**src/rtl/branch_unit_pkg.sv**
```systemverilog
/*
  Shared constants and types of the branch unit pipeline.
  Assumes 32-bit instruction addresses and 4-byte instructions.
*/
package branch_unit_pkg;

  // ------------------------------------------------------------
  // Widths and depths
  // ------------------------------------------------------------
  localparam int          ADDR_W     = 32;
  localparam int          BW_DEPTH   = 9;
  localparam int          BW_CNT_W   = 4;
  localparam logic [3:0]  BW_FULL    = 4'h9;
  localparam int          SHADOW_CNT = 2;
  localparam logic [31:0] INSN_BYTES = 32'h0000_0004;
  localparam logic [31:0] COUNT_STEP = 32'h0000_0001;

  // ------------------------------------------------------------
  // Branch target kinds
  // ------------------------------------------------------------
  typedef enum logic [1:0] {
    KIND_REL      = 2'b00,
    KIND_ABS      = 2'b01,
    KIND_TO_LINK  = 2'b10,
    KIND_TO_COUNT = 2'b11
  } br_kind_e;

  // One branch waiting in the branch writeback stage
  typedef struct packed {
    logic        upd_link;
    logic        sh_idx;
    logic        upd_count;
    logic [31:0] count_val;
  } bw_entry_s;

endpackage

```
**src/rtl/branch_unit.sv**
```systemverilog
/*
  Branch unit: branch execute, mispredict recovery and branch writeback
  stages, static prediction, delayed purge, predicted-branch tag and link
  shadow registers.
  Assumes dispatch, fetch, the instruction queue and integer completion run
  on the same clock, and that dispatch only issues a branch conditional on
  the condition register while accept_cr_r is high and a link- or
  count-updating branch while accept_wb_r is high.
*/
// What this block does
// - Every branch spends exactly one execute cycle
// - Compute target; resolve if coherent, else predict
// - CR-conditional branch enters recovery with execute
// - Resolved leaves recovery after one cycle
// - Non-CR branches bypass a busy recovery stage
// - Writeback stage holds up to nine branches
// - Leave writeback only after tag leaves completion
// - Only link/count updaters enter writeback
// - Static prediction from branch direction, hint bit inverts
// - Store alternate path; clear on correct prediction
// - Mispredict: redirect fetch, purge queued wrong path
// - Recovery and writeback occupancy tracked independently
// - Correct prediction: purge waits for target load
// - Early mispredict keeps sequential, drops target
// - No dispatch onto predicted tag or CR branch
// - Predicted tag stops at integer execute
// - Mispredict purges younger; correct deletes tag
// - Only one predicted branch outstanding
// - Link value in shadow, freed after writeback
// - Unconditional branches write back only with link
// - Target fetch requested in the cycle after execute
// - Resolved condition read in combined execute cycle
// - Condition read ends the recovery stay
// - Return-to-link uses newest shadow link value
`timescale 1ns/1ps

module branch_unit
  import branch_unit_pkg::*;
(
  // Clock and reset
  input  wire logic              clk,
  input  wire logic              rst_n,
  // Branch from dispatch into the branch execute stage
  input  wire logic              disp_valid,
  input  wire br_kind_e          disp_kind,
  input  wire logic              disp_cond_on_cr,
  input  wire logic              disp_count_ok,
  input  wire logic              disp_hint,
  input  wire logic              disp_link_bit,
  input  wire logic              disp_dec_count,
  input  wire logic [ADDR_W-1:0] disp_pc,
  input  wire logic [ADDR_W-1:0] disp_offset,
  // Condition register
  input  wire logic              cr_coherent,
  input  wire logic              cr_taken,
  input  wire logic              cr_resolve,
  // Architected link and count registers
  input  wire logic [ADDR_W-1:0] link_register_q,
  input  wire logic [ADDR_W-1:0] count_register_q,
  // Integer completion and instruction queue
  input  wire logic              ic_tag_leave,
  input  wire logic              iq_target_written,
  // Acceptance toward dispatch
  output logic                   accept_cr_r,
  output logic                   accept_wb_r,
  output logic                   no_fold_r,
  // Fetch and instruction queue control
  output logic                   fetch_req_r,
  output logic [ADDR_W-1:0]      fetch_addr_r,
  output logic                   iq_purge_r,
  output logic                   target_cancel_r,
  output logic                   delayed_purge_r,
  // Predicted-branch tag toward the integer pipeline
  output logic                   pred_tag_r,
  output logic                   pred_tag_delete_r,
  output logic                   spec_purge_r,
  // Register writeback and status
  output logic                   link_wr_r,
  output logic [ADDR_W-1:0]      link_wr_data_r,
  output logic                   count_wr_r,
  output logic [ADDR_W-1:0]      count_wr_data_r,
  output logic                   mr_busy_r,
  output logic [BW_CNT_W-1:0]    bw_count_r
);

  typedef struct packed {
    logic                          mr_valid;
    logic                          mr_resolved;
    logic                          mr_taken;
    logic                          mr_predicted;
    logic                          mr_pred_taken;
    logic                          tgt_loaded;
    logic                          wait_purge;
    logic                          pred_tag;
    logic [ADDR_W-1:0]             mr_alt;
    logic [SHADOW_CNT-1:0]         sh_valid;
    logic [SHADOW_CNT-1:0][31:0]   shadow;
    logic                          newest;
    logic                          rel_valid;
    logic                          rel_idx;
    logic [BW_CNT_W-1:0]           bw_cnt;
    bw_entry_s [BW_DEPTH-1:0]      bw;
    logic                          accept_cr;
    logic                          accept_wb;
    logic                          no_fold;
    logic                          fetch_req;
    logic [ADDR_W-1:0]             fetch_addr;
    logic                          iq_purge;
    logic                          target_cancel;
    logic                          delayed_purge;
    logic                          pred_tag_delete;
    logic                          spec_purge;
    logic                          link_wr;
    logic [ADDR_W-1:0]             link_wr_data;
    logic                          count_wr;
    logic [ADDR_W-1:0]             count_wr_data;
  } state_s;

  state_s            state_r;
  state_s            state_nxt;
  logic              resolve_now;
  logic              taken_now;
  logic              target_seen;
  logic [ADDR_W-1:0] target;
  logic [ADDR_W-1:0] seq_addr;
  logic [ADDR_W-1:0] look_link;
  logic              backward;
  logic              pred_dir;
  logic              go_taken;
  logic              needs_wb;
  logic              free_idx;

  // ------------------------------------------------------------
  // Next-state logic
  // ------------------------------------------------------------
  always_comb begin
    state_nxt = state_r;
    state_nxt.fetch_req       = 1'b0;
    state_nxt.iq_purge        = 1'b0;
    state_nxt.target_cancel   = 1'b0;
    state_nxt.delayed_purge   = 1'b0;
    state_nxt.pred_tag_delete = 1'b0;
    state_nxt.spec_purge      = 1'b0;
    state_nxt.link_wr         = 1'b0;
    state_nxt.count_wr        = 1'b0;
    target_seen = state_r.tgt_loaded | iq_target_written;
    seq_addr    = disp_pc + INSN_BYTES;
    look_link = state_r.sh_valid[state_r.newest] ? state_r.shadow[state_r.newest]
                                                  : link_register_q;

    // shadow freed the cycle after its link write
    if (state_r.rel_valid) begin
      state_nxt.sh_valid[state_r.rel_idx] = 1'b0;
      state_nxt.rel_valid = 1'b0;
    end

    // retire oldest entry when its tag leaves completion
    if (ic_tag_leave && state_r.bw_cnt != '0) begin
      state_nxt.link_wr       = state_r.bw[0].upd_link;
      state_nxt.link_wr_data  = state_r.shadow[state_r.bw[0].sh_idx];
      state_nxt.rel_valid     = state_r.bw[0].upd_link;
      state_nxt.rel_idx       = state_r.bw[0].sh_idx;
      state_nxt.count_wr      = state_r.bw[0].upd_count;
      state_nxt.count_wr_data = state_r.bw[0].count_val;
      for (int i = 0; i < BW_DEPTH - 1; i++) begin
        state_nxt.bw[i] = state_r.bw[i + 1];
      end
      state_nxt.bw[BW_DEPTH-1] = '0;
      state_nxt.bw_cnt = state_r.bw_cnt - 4'h1;
    end

    if (state_r.mr_valid && iq_target_written) begin
      state_nxt.tgt_loaded = 1'b1;
    end

    // delayed purge once the target has arrived
    if (state_r.wait_purge && iq_target_written) begin
      state_nxt.delayed_purge = 1'b1;
      state_nxt.wait_purge    = 1'b0;
    end

    // condition read ends the recovery stay
    resolve_now = state_r.mr_valid & (state_r.mr_resolved | cr_resolve);
    taken_now   = state_r.mr_resolved ? state_r.mr_taken : cr_taken;
    if (resolve_now) begin
      state_nxt.mr_valid = 1'b0;
      if (state_r.mr_predicted) begin
        state_nxt.pred_tag = 1'b0;
        if (taken_now == state_r.mr_pred_taken) begin
          state_nxt.pred_tag_delete = 1'b1;
          if (state_r.mr_pred_taken && target_seen) begin
            state_nxt.delayed_purge = 1'b1;
          end else if (state_r.mr_pred_taken) begin
            state_nxt.wait_purge = 1'b1;
          end
        end else if (state_r.mr_pred_taken && !target_seen) begin
          state_nxt.target_cancel = 1'b1;
          state_nxt.spec_purge    = 1'b1;
        end else begin
          state_nxt.fetch_req  = 1'b1;
          state_nxt.fetch_addr = state_r.mr_alt;
          state_nxt.iq_purge   = 1'b1;
          state_nxt.spec_purge = 1'b1;
        end
      end
    end

    unique case (disp_kind)
      KIND_REL:      target = disp_pc + disp_offset;
      KIND_ABS:      target = disp_offset;
      KIND_TO_LINK:  target = look_link;
      KIND_TO_COUNT: target = count_register_q;
    endcase

    // static prediction with hint inversion
    // Relative direction from the displacement sign, so a wrapping target stays backward
    backward = (disp_kind == KIND_REL) ? disp_offset[ADDR_W-1]
                                       : (disp_kind == KIND_ABS) && (target < disp_pc);
    pred_dir = disp_hint ^ backward;
    go_taken = disp_cond_on_cr ? (cr_coherent ? cr_taken : pred_dir) : disp_count_ok;
    needs_wb = disp_link_bit | disp_dec_count;
    free_idx = state_nxt.sh_valid[0];

    // one execute cycle, results shown in the following cycle
    if (disp_valid) begin
      if (go_taken) begin
        state_nxt.fetch_req  = 1'b1;
        state_nxt.fetch_addr = target;
      end
      // CR branch enters recovery with execute
      if (disp_cond_on_cr) begin
        state_nxt.mr_valid   = 1'b1;
        state_nxt.tgt_loaded = 1'b0;
        // coherent condition read now, leaves next cycle
        state_nxt.mr_resolved  = cr_coherent;
        state_nxt.mr_taken     = cr_taken;
        state_nxt.mr_predicted = ~cr_coherent;
        // hold alternate path and resolution data
        state_nxt.mr_pred_taken = pred_dir;
        state_nxt.mr_alt        = pred_dir ? seq_addr : target;
        // tag raised toward the integer pipeline
        state_nxt.pred_tag      = ~cr_coherent;
      end
      // link value parked in a free shadow
      if (disp_link_bit) begin
        state_nxt.sh_valid[free_idx] = 1'b1;
        state_nxt.shadow[free_idx]   = seq_addr;
        state_nxt.newest             = free_idx;
      end
      // unconditional branches queue only with link
      if (needs_wb && state_nxt.bw_cnt < BW_FULL) begin
        state_nxt.bw[state_nxt.bw_cnt].upd_link  = disp_link_bit;
        state_nxt.bw[state_nxt.bw_cnt].sh_idx    = free_idx;
        state_nxt.bw[state_nxt.bw_cnt].upd_count = disp_dec_count;
        state_nxt.bw[state_nxt.bw_cnt].count_val = count_register_q - COUNT_STEP;
        state_nxt.bw_cnt = state_nxt.bw_cnt + 4'h1;
      end
    end

    // one prediction at a time; resolved stays one cycle
    state_nxt.accept_cr = ~state_nxt.mr_valid;
    // full writeback or no free shadow stalls
    state_nxt.accept_wb = (state_nxt.bw_cnt < BW_FULL) & ~(&state_nxt.sh_valid);
    // no dispatch onto tag or CR branch
    state_nxt.no_fold = state_nxt.pred_tag | (disp_valid & disp_cond_on_cr);
  end

  // ------------------------------------------------------------
  // State register
  // ------------------------------------------------------------
  // reset empties every stage
  always_ff @(posedge clk or negedge rst_n) begin
    if (!rst_n) begin
      state_r <= '0;
    end else begin
      state_r <= state_nxt;
    end
  end

  // ------------------------------------------------------------
  // Outputs
  // ------------------------------------------------------------
  // acceptance of non-CR branches is independent of recovery
  assign accept_cr_r       = state_r.accept_cr;
  assign accept_wb_r       = state_r.accept_wb;
  assign no_fold_r         = state_r.no_fold;
  assign fetch_req_r       = state_r.fetch_req;
  assign fetch_addr_r      = state_r.fetch_addr;
  assign iq_purge_r        = state_r.iq_purge;
  assign target_cancel_r   = state_r.target_cancel;
  assign delayed_purge_r   = state_r.delayed_purge;
  assign pred_tag_r        = state_r.pred_tag;
  assign pred_tag_delete_r = state_r.pred_tag_delete;
  assign spec_purge_r      = state_r.spec_purge;
  assign link_wr_r         = state_r.link_wr;
  assign link_wr_data_r    = state_r.link_wr_data;
  assign count_wr_r        = state_r.count_wr;
  assign count_wr_data_r   = state_r.count_wr_data;
  assign mr_busy_r         = state_r.mr_valid;
  assign bw_count_r        = state_r.bw_cnt;

endmodule

```
**config.mk**
```make
export PLATFORM = sky130hd
export DESIGN_NAME = branch_unit
export DESIGN_NICKNAME = d
export VERILOG_FILES = /design/src/rtl/branch_unit_pkg.sv /design/src/rtl/branch_unit.sv
export SDC_FILE = /design/constraint.sdc
export NUM_CORES = 1
export LEC_CHECK = 0
export ABC_AREA = 0
export BUFFER_PORTS_ARGS = -buffer_cell sky130_fd_sc_hd__buf_2
export CAP_MARGIN = 10
export CORE_ASPECT_RATIO = 0.9
export CORE_UTILIZATION = 51
export CTS_BUF_LIST = sky130_fd_sc_hd__clkbuf_2 sky130_fd_sc_hd__clkbuf_4 sky130_fd_sc_hd__clkbuf_8
export CTS_CLUSTER_DIAMETER = 100
export DETAILED_ROUTE_END_ITERATION = 10
export MAX_ROUTING_LAYER = met4
export PLACE_DENSITY = 0.7
export SETUP_SLACK_MARGIN = 0.1
export SLEW_MARGIN = 20
export SYNTH_ARGS = -nofsm -noshare
export SYNTH_HDL_FRONTEND = slang
export SYNTH_SLANG_ARGS = --single-unit
```
**constraint.sdc**
```tcl
create_clock -name clk -period 7.5 [get_ports clk]
set_clock_uncertainty 0.2 [all_clocks]
set_input_delay 1.5 -clock clk [delete_from_list [all_inputs] [get_ports clk]]
set_output_delay 1.5 -clock clk [all_outputs]
set_load 0.02 [all_outputs]
```
==> results.json <==
{
  "fp.coreArea_sq_um": 55900,
  "crit_fanout": 37,
  "root_buffer": "clkbuf_8",
  "p_sw_share_pct": 39.4,
  "die_x_um": 253,
  "grt_max_degree": 213,
  "async_reset_ff_share_pct": 100,
  "hp-class": "register to register",
  "syn-num-nets": 3701,
  "drc_errors": 0,
  "numClockSinks": 534,
  "arrival_ns": 7.05,
  "start_util_pct": 51.8,
  "synth_top_area_share_pct": 46.2,
  "place_congestion": 1.04,
  "dr.pass1.iters": 6,
  "avgSynthCellArea_sq_um": 8.30,
  "synth_warnings": 0,
  "io_buffer_count": 255,
  "worstSetupPathType": "primary input to register",
  "placed_area_sq_um": 29800,
  "yosys.area.top_type": "dfrtp_1",
  "comb_power_share_pct": 34.9,
  "max-vdd-ir-drop_uv": 205,
  "synthTopCellsByArea": "dfrtp_1 46%, nand2_1 13%, a31oi_1 6.1%",
  "finalNetCount": 3769,
  "grt-ovfl-total": 0,
  "maxSlewHeadroom_pct": 21.1,
  "drive_above_1_share_pct": 14.3,
  "startpoint_type": "primary input",
  "timing.fmax_mhz": 151,
  "fp.dieH_um": 228,
  "pwr-share-clk_pct": 24.5,
  "postRouteAntennaNets": 0,
  "dieArea_sq_um": 57700,
  "synthCells": 3488,
  "fin_area_sq_um": 31800,
  "synth-edff-count": 0,
  "status": "finished, final reports clean",
  "fillers": 5157,
  "antenna_found_initial": 14,
  "first_global_vias": 22494,
  "synth_cell_type_count": 77,
  "drt_first_iter_violations": 2763,
  "p_int_mw": 7.03,
  "hold_violations": 0,
  "worstSkewPairLatency_ns": 0.71,
  "synth_area_sq_um": 29000,
  "post-cts-setup-buffers": 0,
  "post-place-cells": 4220,
  "seq_power_share_pct": 40.5,
  "fin_cells": 4392,
  "hold_buffers": 0,
  "cap_violations": 0,
  "io_pins": 256,
  "rsz0062_at_grt": "no",
  "cellLeakagePower_nw": 15.1,
  "dp_hpwl_mm": 59.0,
  "cts_resized": 0,
  "htreeDepth": 3,
  "cp-end-kind": "register",
  "wire_per_inst_um": 19.5,
  "drt_wl_total_mm": 85.7,
  "worstMarginPinSlew_ns": 1.18,
  "cts_buffer_depth": 3,
  "switching_power_mw": 4.57,
  "cts_tree": "built",
  "yosysSeqAreaShare_pct": 46.2,
  "grt_pass1_wl_mm": 132,
  "finish.utilization_pct": 56.9,
  "p_per_area_nw_per_um2": 365,
  "cts_buffers": 90,
  "rows": 82,
  "fin_crit_sh_pct": 88.5,
  "synthFlopType": "dfrtp_1",
  "ys_seq_elements": 534,
  "vias": 24804,
  "setup_viol": 0,
  "drv_slew": 0,
  "min_period_ns": 6.63,
  "vias_per_cell": 5.65,
  "worstPathRequired_ns": 7.91,
  "area_delta_synth_final_pct": 9.90,
  "tns_ns": 0,
  "gr-usage-all-layers_pct": 30.6,
  "clkSlewWorstSetupHoldPaths_ns": 0.06
}
## layout by cell type, fill, tap and decap left out, types with 7 or more instances in the layout
master,synthesis,final
nand2_1,980,978
dfrtp_1,534,532
nor2_1,399,398
a31oi_1,284,284
buf_2,0,254
o21ai_0,208,208
clkbuf_8,18,110
a21oi_1,109,108
inv_1,95,95
ha_1,69,69
mux2i_1,68,67
nand3_1,66,64
xnor2_1,56,56
clkbuf_4,0,41
buf_4,100,34
xor2_1,29,28
nor3_1,23,23
and2_1,17,17
o211ai_1,16,16
nand4_1,15,15
o31ai_1,16,15
mux2_2,15,15
diode_2,0,12
a21o_1,11,11
o21a_1,11,11
and3_1,11,11
mux4_2,11,11
a211oi_1,8,8
nor4_1,8,8
nor2b_1,7,7
or3_1,7,7
nand2b_1,7,7
## through the flow
| step | worst slack (ns) | hold WS [ns] | total power [mW] |
|---|---|---|---|
| after floorplan | 1.16 | 0.239 | 7.71 |
| after global placement | 0.434 | 0.245 | 8.64 |
| after detailed placement | 0.350 | 0.247 | 8.73 |
| after CTS | 1.06 | 0.259 | 11.6 |
| after global routing | 0.545 | 0.290 | 12.3 |
| final | 0.866 | 0.250 | 11.6 |
## path summary, 6_finish.rpt
check / startpoint / to / slack [ns] / cells past startpoint
min in group asynchronous: rst_n / mr_busy_r / 0.51 / 1
worst max register to register: state_r[428] / fetch_addr_r[5] / 2.28 / 22
worst max-delay path: disp_pc[0] / fetch_addr_r[2] / 0.87 / 27
worst min register to register: state_r[122] / count_wr_data_r[15] / 0.25 / 2
max in group asynchronous: rst_n / state_r[140] / 5.18 / 2
worst min-delay path: state_r[122] / count_wr_data_r[15] / 0.25 / 2
## power by group through the flow
stage,Combinational [mW],Sequential (mW),Clock [mW]
final,4.06,4.71,2.84
after global routing,4.48,4.84,3.02
after CTS,4.02,4.69,2.89
after detailed placement,4.00,4.73,0
after global placement,3.93,4.70,0
after floorplan,3.19,4.51,0
## synthesized netlist by cell type (3+ instances only)
master and number:
inv_1 95, nand3_1 66, nand4_1 15, a22o_1 5, o21a_1 11, buf_6 9
clkbuf_1 180, a21oi_1 109, clkbuf_8 18, o21bai_1 4, a21boi_0 4, nor4_1 8
o31a_1 5, o31ai_1 16, nor2_1 399, a211o_1 3, or4_4 3, a22oi_1 4
nand2b_1 7, o21ai_0 208, xor2_1 29, mux4_2 11, o22ai_1 3, and2_1 17
o21ai_1 3, or2_2 4, a31oi_1 284, dfrtp_1 534, mux2i_1 68, nand2_1 980
mux2_2 15, nand2_2 5, o221ai_1 4, o211ai_1 16, buf_4 100, nor3_1 23
or4_1 4, buf_1 10, a21o_1 11, nor2b_1 7, and3_1 11, a211oi_1 8
ha_1 69, or3_1 7, xnor2_1 56
## worst max-delay path: stages
cell and delay [ns]:
buf_2 0.14, ha_1 0.21, inv_1 0.07, fa_1 0.23, nor2b_1 0.08, o31a_1 0.28, o32ai_1 0.53, o41ai_1 0.13
buf_4 0.18, a21oi_1 0.22, a21oi_1 0.11, or3_1 0.30, a31oi_1 0.43, inv_1 0.09, ha_1 0.32, nand4_1 0.14
nor3_1 0.28, o31ai_1 0.12, a32oi_1 0.22, o21ai_0 0.11, buf_4 0.16, xor2_4 0.20, buf_4 0.19, a21oi_4 0.11
buf_4 0.38, nor2_1 0.08, a31oi_1 0.19
## layout make-up
| class | count | area, sq um | share of cell area, % |
|---|---|---|---|
| Clock inverter | 9 | 150 | 0.472 |
| Inverter | 96 | 360 | 1.13 |
| Antenna cell | 12 | 30.0 | 0.0944 |
| Timing Repair Buffer | 295 | 1660 | 5.22 |
| Tap cell | 756 | 946 | 2.97 |
| Clock buffer | 151 | 1820 | 5.73 |
| Sequential cell | 534 | 13400 | 42.0 |
| Multi-Input combinational cell | 2539 | 13500 | 42.4 |
## cell families after synthesis
logic type | Yosys count | share of synthesized area (%)
adder cells (fa/ha/maj) | 70 | 3.05
multiplexers | 95 | 3.88
buffers and inverters | 415 | 7.58
XOR/XNOR | 88 | 2.78
AO/OA/AOI/OAI | 717 | 14.8
flip-flops | 534 | 46.2
AND/OR/NAND/NOR | 1569 | 21.8
## layer usage
| layer | up-vias | GRT usage (%) | part of all wire [%] |
|---|---|---|---|
| li1 | 11825 | - | - |
| met4 | 0 | 10.2 | 3.1 |
| met5 | - | - | 0 |
| met2 | 947 | 41.5 | 42 |
| met1 | 11872 | 44.0 | 46 |
| met3 | 160 | 7.92 | 9.0 |
(Power assumes the default switching activity.)
